===== src/pmsc_pkg.sv =====
`default_nettype none
package pmsc_pkg;
    localparam logic [7:0] PowerCtrlAddr = 8'h5d;
    localparam logic [7:0] ExtIdAddr = 8'h81;
    localparam logic [7:0] StatusAddr = 8'h02;
    localparam int OverrideBit = 0;
    localparam int PowerSetBit = 1;
    localparam int NotReadyBit = 0;
    localparam int PowerClassLsb = 6;
    localparam logic [7:0] PowerCtrlReset = 8'h00;
    localparam logic [1:0] PowerClassLow = 2'h0;
    localparam int ClkMhz = 40;
    localparam int ResetPulseNs = 2000;
    localparam int InitNs = 2000;
    localparam int SelectNs = 2000;
    localparam int DeselectNs = 2000;
    localparam int ResetPulseCycles = (ResetPulseNs * ClkMhz + 999) / 1000;
    localparam int InitCycles = (InitNs * ClkMhz) / 1000;
    localparam int SelectCycles = (SelectNs * ClkMhz + 999) / 1000;
    localparam int DeselectCycles = (DeselectNs * ClkMhz + 999) / 1000;
    localparam int CntW = 16;
endpackage
`default_nettype wire

===== src/pmsc_if.sv =====
`default_nettype none
interface pmsc_if;
    logic moduleSelectN;
    logic moduleResetN;
    logic lowPowerPin;
    logic modulePresentN;
    logic interruptNOe;
    logic mgmtValid;
    logic mgmtWrite;
    logic [7:0] mgmtAddr;
    logic [7:0] mgmtWdata;
    logic mgmtAck;
    logic [7:0] mgmtRdata;
    wire interruptN = interruptNOe ? 1'b1 : 1'b0;
    modport device (input moduleSelectN, input moduleResetN, input lowPowerPin,
        output modulePresentN, output interruptNOe, input mgmtValid, input mgmtWrite,
        input mgmtAddr, input mgmtWdata, output mgmtAck, output mgmtRdata);
    modport host (output moduleSelectN, output moduleResetN, output lowPowerPin,
        input modulePresentN, input interruptN, output mgmtValid, output mgmtWrite,
        output mgmtAddr, output mgmtWdata, input mgmtAck, input mgmtRdata);
endinterface
`default_nettype wire


===== src/pmsc_device.sv =====
// Design decision made here: the strobed register port.
`default_nettype none
// Contract
// - Answer management only while select is low
// - Undriven select reads as deselected
// - Host waits deselect time before transactions
// - Host waits select time before addressing
// - Undriven reset input reads inactive
// - Long reset low restores all defaults
// - Init interval starts at reset release
// - Host ignores status until reset completes
// - Completion is interrupt with not-ready clear
// - Raise completion interrupt on power-up too
// - Undriven low-power pin requests low power
// - Override and set bits in byte 93
// - Override selects set bit, else pin
// - Override and set bits reset to zero
// - Management and interrupt work in low power
// - High-class module disables lanes in low power
// - Low-class module fully works in both modes
// - Presence output tied low
// - Host reads management on interrupt
// - Interrupt is open-drain, pulls low only; the interface wire interruptN drives it high when no interrupt is pending
module pmsc_device #(
    parameter logic [1:0] PowerClass = 2'h2,
    parameter int InitCount = pmsc_pkg::InitCycles
) (
    input wire logic clk,
    input wire logic rstn,
    input wire logic clkEn,
    pmsc_if.device link,
    output logic lowPowerMode,
    output logic lanesEnable,
    output logic initPending
);
    localparam int NumPins = 3;
    localparam int NumLanes = 4;
    localparam int SelPin = 0;
    localparam int RstPin = 1;
    localparam int LpPin = 2;
    logic [NumPins-1:0] pinRaw;
    logic [NumPins-1:0] pinSync;
    logic selSync;
    logic rstSync;
    logic lpSync;
    logic lowPower_reg;
    logic laneAllowed;
    logic [NumLanes-1:0] laneOn;
    logic [pmsc_pkg::CntW-1:0] lowCnt_reg;
    logic [pmsc_pkg::CntW-1:0] initCnt_reg;
    logic armed_reg;
    logic notReady_reg;
    logic intPending_reg;
    logic [7:0] powerCtrl_reg;
    logic [7:0] rdata_reg;
    logic ack_reg;
    logic softReset;
    logic selected;
    logic [7:0] statusByte;

    assign pinRaw = {link.lowPowerPin, link.moduleResetN, link.moduleSelectN};

    // Pull-ups modelled by reset-high synchronisers, so no false edge follows reset
    for (genvar p = 0; p < NumPins; p++)
    begin : g_pinSync
        logic meta_reg;
        logic sync_reg;
        always_ff @(posedge clk or negedge rstn)
        begin
            if (!rstn)
            begin
                meta_reg <= 1'b1;
                sync_reg <= 1'b1;
            end
            else if (clkEn)
            begin
                meta_reg <= pinRaw[p];
                sync_reg <= meta_reg;
            end
        end
        assign pinSync[p] = sync_reg;
    end

    assign selSync = pinSync[SelPin];
    assign rstSync = pinSync[RstPin];
    assign lpSync = pinSync[LpPin];

    // Short glitches on the reset pin are ignored
    always_ff @(posedge clk or negedge rstn)
    begin
        if (!rstn)
            lowCnt_reg <= '0;
        else if (clkEn)
        begin
            if (rstSync)
                lowCnt_reg <= '0;
            else if (lowCnt_reg < pmsc_pkg::CntW'(pmsc_pkg::ResetPulseCycles))
                lowCnt_reg <= lowCnt_reg + 1'b1;
        end
    end

    assign softReset = (lowCnt_reg == pmsc_pkg::CntW'(pmsc_pkg::ResetPulseCycles));

    // Init runs after power-up and after each reset release
    always_ff @(posedge clk or negedge rstn)
    begin
        if (!rstn)
        begin
            initCnt_reg <= '0;
            armed_reg <= 1'b1;
            notReady_reg <= 1'b1;
        end
        else if (clkEn)
        begin
            if (softReset)
            begin
                initCnt_reg <= '0;
                armed_reg <= 1'b1;
                notReady_reg <= 1'b1;
            end
            else if (armed_reg && rstSync)
            begin
                if (initCnt_reg >= pmsc_pkg::CntW'(InitCount))
                begin
                    armed_reg <= 1'b0;
                    notReady_reg <= 1'b0;
                end
                else
                    initCnt_reg <= initCnt_reg + 1'b1;
            end
        end
    end

    assign selected = !selSync && !softReset;
    assign statusByte = {7'h00, notReady_reg};

    // Interrupt set on completion; cleared by reading status, set wins
    always_ff @(posedge clk or negedge rstn)
    begin
        if (!rstn)
            intPending_reg <= 1'b0;
        else if (clkEn)
        begin
            if (softReset)
                intPending_reg <= 1'b0;
            else if (armed_reg && rstSync && initCnt_reg >= pmsc_pkg::CntW'(InitCount))
                intPending_reg <= 1'b1;
            else if (selected && link.mgmtValid && !link.mgmtWrite &&
                link.mgmtAddr == pmsc_pkg::StatusAddr)
                intPending_reg <= 1'b0;
        end
    end

    always_ff @(posedge clk or negedge rstn)
    begin
        if (!rstn)
            powerCtrl_reg <= pmsc_pkg::PowerCtrlReset;
        else if (clkEn)
        begin
            if (softReset)
                powerCtrl_reg <= pmsc_pkg::PowerCtrlReset;
            else if (selected && link.mgmtValid && link.mgmtWrite &&
                link.mgmtAddr == pmsc_pkg::PowerCtrlAddr)
                powerCtrl_reg <= link.mgmtWdata;
        end
    end

    // Management stays live in low power mode
    always_ff @(posedge clk or negedge rstn)
    begin
        if (!rstn)
        begin
            ack_reg <= 1'b0;
            rdata_reg <= 8'h00;
        end
        else if (clkEn)
        begin
            ack_reg <= selected && link.mgmtValid;
            if (selected && link.mgmtValid && !link.mgmtWrite)
            begin
                if (link.mgmtAddr == pmsc_pkg::PowerCtrlAddr)
                    rdata_reg <= powerCtrl_reg;
                else if (link.mgmtAddr == pmsc_pkg::ExtIdAddr)
                    rdata_reg <= {PowerClass, 6'h00};
                else if (link.mgmtAddr == pmsc_pkg::StatusAddr)
                    rdata_reg <= statusByte;
                else
                    rdata_reg <= 8'h00;
            end
        end
    end

    // Registered so the mode output never glitches while the override is rewritten
    always_ff @(posedge clk or negedge rstn)
    begin
        if (!rstn)
            lowPower_reg <= 1'b1;
        else if (clkEn)
            lowPower_reg <= powerCtrl_reg[pmsc_pkg::OverrideBit] ?
                powerCtrl_reg[pmsc_pkg::PowerSetBit] : lpSync;
    end

    assign laneAllowed = !notReady_reg && (!lowPower_reg ||
        PowerClass == pmsc_pkg::PowerClassLow);

    // One gate per lane; all move together now, a per-lane policy would slot in here
    for (genvar l = 0; l < NumLanes; l++)
    begin : g_lane
        logic on_reg;
        always_ff @(posedge clk or negedge rstn)
        begin
            if (!rstn)
                on_reg <= 1'b0;
            else if (clkEn)
                on_reg <= laneAllowed;
        end
        assign laneOn[l] = on_reg;
    end

    assign lowPowerMode = lowPower_reg;
    assign lanesEnable = &laneOn;
    assign initPending = notReady_reg;
    assign link.mgmtAck = ack_reg;
    assign link.mgmtRdata = rdata_reg;
    assign link.modulePresentN = 1'b0;
    assign link.interruptNOe = !intPending_reg;
endmodule
`default_nettype wire


===== src/flat_wrapper.sv =====
// flat-port wrapper written by rule: the top's interface ports become plain ports
module pmsc_device_flat 
#(
    parameter logic [1:0] PowerClass = 2'h2,
    parameter int InitCount = pmsc_pkg::InitCycles
)
  (clk, rstn, clkEn, lowPowerMode, lanesEnable, initPending, link_moduleSelectN, link_moduleResetN, link_lowPowerPin, link_modulePresentN, link_interruptNOe, link_mgmtValid, link_mgmtWrite, link_mgmtAddr, link_mgmtWdata, link_mgmtAck, link_mgmtRdata);
  pmsc_if link_i ();
  input wire logic clk;
  input wire logic rstn;
  input wire logic clkEn;
  output logic lowPowerMode;
  output logic lanesEnable;
  output logic initPending;
  input wire logic [$bits(link_i.moduleSelectN)-1:0] link_moduleSelectN;
  input wire logic [$bits(link_i.moduleResetN)-1:0] link_moduleResetN;
  input wire logic [$bits(link_i.lowPowerPin)-1:0] link_lowPowerPin;
  output wire logic [$bits(link_i.modulePresentN)-1:0] link_modulePresentN;
  output wire logic [$bits(link_i.interruptNOe)-1:0] link_interruptNOe;
  input wire logic [$bits(link_i.mgmtValid)-1:0] link_mgmtValid;
  input wire logic [$bits(link_i.mgmtWrite)-1:0] link_mgmtWrite;
  input wire logic [$bits(link_i.mgmtAddr)-1:0] link_mgmtAddr;
  input wire logic [$bits(link_i.mgmtWdata)-1:0] link_mgmtWdata;
  output wire logic [$bits(link_i.mgmtAck)-1:0] link_mgmtAck;
  output wire logic [$bits(link_i.mgmtRdata)-1:0] link_mgmtRdata;
  assign link_i.moduleSelectN = link_moduleSelectN;
  assign link_i.moduleResetN = link_moduleResetN;
  assign link_i.lowPowerPin = link_lowPowerPin;
  assign link_modulePresentN = link_i.modulePresentN;
  assign link_interruptNOe = link_i.interruptNOe;
  assign link_i.mgmtValid = link_mgmtValid;
  assign link_i.mgmtWrite = link_mgmtWrite;
  assign link_i.mgmtAddr = link_mgmtAddr;
  assign link_i.mgmtWdata = link_mgmtWdata;
  assign link_mgmtAck = link_i.mgmtAck;
  assign link_mgmtRdata = link_i.mgmtRdata;
  pmsc_device #(.PowerClass(PowerClass), .InitCount(InitCount)) u_core (.clk(clk), .rstn(rstn), .clkEn(clkEn), .link(link_i), .lowPowerMode(lowPowerMode), .lanesEnable(lanesEnable), .initPending(initPending));
endmodule

===== config.mk =====
export PLATFORM = sky130hd
export DESIGN_NAME = pmsc_device_flat
export DESIGN_NICKNAME = d
export VERILOG_FILES = /design/src/pmsc_pkg.sv /design/src/pmsc_if.sv /design/src/pmsc_device.sv /design/src/flat_wrapper.sv
export SDC_FILE = /design/constraint.sdc
export NUM_CORES = 1
export LEC_CHECK = 0
export ABC_AREA = 1
export CAP_MARGIN = 40
export CORE_MARGIN = 2
export CORE_UTILIZATION = 45
export CTS_CLUSTER_SIZE = 24
export DETAILED_ROUTE_END_ITERATION = 8
export DONT_BUFFER_PORTS = 1
export PLACE_DENSITY_LB_ADDON = 0.08
export SETUP_SLACK_MARGIN = 0.2
export SLEW_MARGIN = 20
export SYNTH_ARGS = -nofsm -noshare
export SYNTH_HDL_FRONTEND = slang
export SYNTH_SLANG_ARGS = --single-unit
export TNS_END_PERCENT = 20

===== constraint.sdc =====
create_clock -name clk -period 4 [get_ports clk]
set_input_delay 0.4 -clock clk [delete_from_list [all_inputs] [get_ports clk]]
set_output_delay 0.4 -clock clk [all_outputs]
set_load 0.02 [all_outputs]

==> metrics list <==
- The flow ran to the end, and the final reports show no timing, DRC or antenna violations.
* Wire length of the first global-routing pass: 9384 µm
- After detailed routing, the total wire length is 5392 µm.
* Mean Syn Cell Area: 8.356 µm²
* Fraction of layout instances using a drive strength above 1: 13.18%
- Final routed DRC violation total: 0
- Number of nets in the synthesized netlist: 367
- The clock period could shrink to 2.043 ns.
* Synth top area cells: sky130_fd_sc_hd__dfrtp_1 45%, sky130_fd_sc_hd__nand2_1 12%, sky130_fd_sc_hd__dfstp_2 7.4%
- Yosys top cell area share: 45.05%
* Top fanout value on the critical path: 14
- In the finished design, the share of the clock period the worst path needs comes to 51.09%.
- Min-Delay Path Class: in2reg
- Launching point of the worst reg2reg path: u_core.lowCnt_reg[0]$_DFFE_PN0P_
- TritonCTS clock tree: done
- Of all flip-flops after synthesis, the portion carrying an async set or reset was 100.0%.
* Launching element type of the critical path: register
- Maximum clock path buffer count: 2
- For this configuration, the core starts out at a cell density of 47.28%.
- Slowest cell on crit path: sky130_fd_sc_hd__dfrtp_1
- Clock slew at reported path FFs: 0.06 ns
* Total global-route track usage: 17.02%
- Setup violations remaining at the end of the flow were counted as 0.
* Number of violations reported at the end of detailed-routing iteration 0: 75
- The first TritonRoute pass finished after 4 iterations.
- Clock tree synthesis inserted a total of 9 buffers.
- Standard cell core area: 0.005991 mm²
* Worst path buffer plus inverter count: 2
- Hold buffers post-CTS: 2
- Data arrives at the worst endpoint at 2.25 ns.
* Number of buffer cells added on primary ports: 0
* Instance area at placement: 0.002885 mm²
* Cts repair resizes: 0
- Cell depth of the worst min-delay path: 1
* Post-synthesis sequential area ratio: 52.47%
- Detailed placement finished with a half-perimeter wire length of 3796 µm.
- Measured along the x axis, the die boundary spans 83.34 µm.
* Maximum number of pins on one net before global-route repair: 60
* Delay of the slowest cell on the worst path: 0.41 ns
- Once detail routing completed, the nets flagged for antenna violations numbered 0.
- Cell area after synthesis: 0.002833 mm²
- Top Ports: 38
* Die Y: 83.34 µm
- Number of warnings printed during yosys synthesis: 0
- Element type at the critical path end: register
* Worst skew pair latency: 0.33 ns
- In the final design database the tool counted 373 nets.
- Max VDD drop: 0.0002511 V
* Antenna violations before repair: 0
- The floorplan has 28 rows.
- Maximum clock rate: 489.4 MHz
- After detailed routing, the number of vias per cell comes to 4.821.
* Unique masters post-synth: 36
* Total count of hold-check failures in the final report: 0
- Synthesis inferred 59 register bits.
- The routed layout has 2044 vias.
* Routed wire per std cell: 12.72 µm
- HP Start: clkEn
- Design Power: 1.246 mW
- Fillcell total: 574
- Prevailing post-synth register cell: sky130_fd_sc_hd__dfrtp_1
* RSZ-0062 raised after global routing: false
- The clock tree synthesis step divided the H-tree into 3 levels.
- Cells along the critical path: inv_1 -> ha_1 -> nand2_1 -> nor2_4 -> nand3_1 -> o21ai_2 -> nand2_4 -> clkinv_2 -> o21ai_1
- Once the clock tree was built, the setup fixing pass inserted 0 buffers.
* Max-slew violation total from the final report: 0
- Maximum clock skew at final layout: 0.007288 ns
* Leftover overflow at the end of global routing: 0
- Post-route cell area: 0.003083 mm²
- Number of standard cells after synthesis: 339
- Buffer type at the clock tree root: sky130_fd_sc_hd__clkbuf_8
* Placer congestion estimate: 0.7631
- Minimum hold slack: 0.1564 ns
- R2R Setup Slk: 1.96 ns
- Cell taking the most area after synthesis: sky130_fd_sc_hd__dfrtp_1
* Number of enable flip-flop cells after synthesis: 0
- Summed over all failing endpoints, the final setup total negative slack is 0 ns.
* Cell family with the largest share of critical-path delay: simple AND/OR/NAND/NOR gates
* Capturing point of the worst reg2reg path: u_core.initCnt_reg[0]$_DFFE_PN0P_
- N_diodes: 0
- For hold timing, the worst endpoint is u_core.g_pinSync[1].sync_reg$_DFFE_PN1P_.
* Die area: 0.006946 mm²
- Measured in cells, the most critical reg-to-reg path has a length of 9.
- Relative area change from synthesis to final layout: 8.834%
- Clock sink count: 59
- For this design the static power due to leakage is 1.605 nW.
* Maximum Capacitance Violations: 0
- For this design the ratio of total power to cell area is 404.1 mW/mm².
- Required time worst endpoint: 4.21 ns
* Vias in the first global route: 2034
- Category of the most critical setup path: reg2reg
-- cells in the mapped netlist, types with 2 or more instances --
cell type / n
sky130_fd_sc_hd__nand4_1: 6
sky130_fd_sc_hd__dfrtp_1: 51
sky130_fd_sc_hd__clkbuf_1: 2
sky130_fd_sc_hd__nor2_1: 46
sky130_fd_sc_hd__xor2_1: 4
sky130_fd_sc_hd__nor2_4: 2
sky130_fd_sc_hd__nand3_2: 2
sky130_fd_sc_hd__inv_1: 39
sky130_fd_sc_hd__buf_2: 3
sky130_fd_sc_hd__nand3_1: 25
sky130_fd_sc_hd__o21ai_0: 13
sky130_fd_sc_hd__nand2_4: 4
sky130_fd_sc_hd__nand2_1: 89
sky130_fd_sc_hd__a21oi_1: 5
sky130_fd_sc_hd__nor3_1: 3
sky130_fd_sc_hd__inv_2: 7
sky130_fd_sc_hd__ha_1: 4
sky130_fd_sc_hd__o21ai_1: 7
sky130_fd_sc_hd__o31ai_1: 3
sky130_fd_sc_hd__dfstp_2: 8
-- worst reg2reg max path, delay by kind of cell, from the launching register on --
kind,cells,cell delay [ns]
flops,1,0.41
buf+inv,2,0.29
fa+ha+maj,1,0.15
simple gates,4,0.72
compound gates,2,0.37
-- how the worst max path moves through the flow --
stage | from | to | slack [ns] | cells after the start
final | u_core.lowCnt_reg[0]$_DFFE_PN0P_ | u_core.initCnt_reg[0]$_DFFE_PN0P_ | 1.96 | 9
after global routing | u_core.lowCnt_reg[0]$_DFFE_PN0P_ | u_core.initCnt_reg[4]$_DFFE_PN0P_ | 1.72 | 10
after CTS | u_core.lowCnt_reg[0]$_DFFE_PN0P_ | u_core.initCnt_reg[0]$_DFFE_PN0P_ | 1.94 | 9
after detailed placement | u_core.lowCnt_reg[0]$_DFFE_PN0P_ | u_core.initCnt_reg[0]$_DFFE_PN0P_ | 1.94 | 9
after global placement | u_core.lowCnt_reg[0]$_DFFE_PN0P_ | u_core.initCnt_reg[1]$_DFFE_PN0P_ | 2.04 | 9
after floorplan | u_core.lowCnt_reg[0]$_DFFE_PN0P_ | u_core.initCnt_reg[4]$_DFFE_PN0P_ | 2.50 | 11
-- placed cells by master (no fill, tap or decap), types with 4 or more instances in the layout --
cell type	instances
sky130_fd_sc_hd__nand2_1	89
sky130_fd_sc_hd__dfrtp_1	51
sky130_fd_sc_hd__nor2_1	46
sky130_fd_sc_hd__inv_1	39
sky130_fd_sc_hd__nand3_1	25
sky130_fd_sc_hd__o21ai_0	13
sky130_fd_sc_hd__clkbuf_8	10
sky130_fd_sc_hd__dfstp_2	8
sky130_fd_sc_hd__inv_2	7
sky130_fd_sc_hd__o21ai_1	7
sky130_fd_sc_hd__nand4_1	6
sky130_fd_sc_hd__a21oi_1	5
sky130_fd_sc_hd__nand2_4	4
sky130_fd_sc_hd__clkinv_2	4
sky130_fd_sc_hd__xor2_1	4
sky130_fd_sc_hd__ha_1	4
-- cells by family after synthesis --
logic type,count (synthesis),share of synthesized area [%]
fa+ha+maj,4,1.767
flops,59,52.47
buf+inv,54,7.730
simple gates,186,30.26
other cells,1,0.1324
xor+xnor,5,1.546
compound gates,30,6.095
-- layout make-up --
class                           count  area, µm²  area share, %
Inverter                           47      177.7          5.763
Timing Repair Buffer                2      37.54          1.218
Clock inverter                      3      15.01         0.4870
Sequential cell                    59       1486          48.21
Clock buffer                       12      145.1          4.708
Tap cell                           75      93.84          3.044
Multi-Input combinational cell    226       1127          36.57
-- through the flow --
stage	utilization [%]	instances	setup slack, ns
after floorplan	-	339	2.495
after global placement	48.16	407	2.040
after detailed placement	48.16	407	1.942
after CTS	51.46	424	1.939
after global routing	51.46	424	1.720
final	51.46	424	1.957
-- power breakdown --
part | leakage, nW | internal [mW] | switching [mW]
Sequential | 0.726 | 0.640 | 0.0442
Clock | 0.0860 | 0.235 | 0.217
Combinational | 0.793 | 0.0396 | 0.0707
-- layer usage --
metal	track usage (%)	wire length, µm
met1	22.01	2648
met2	26.76	2444
met3	4.175	208
met4	8.197	91
met5	0	0
Note: power is estimated with default switching activity, not from simulation.
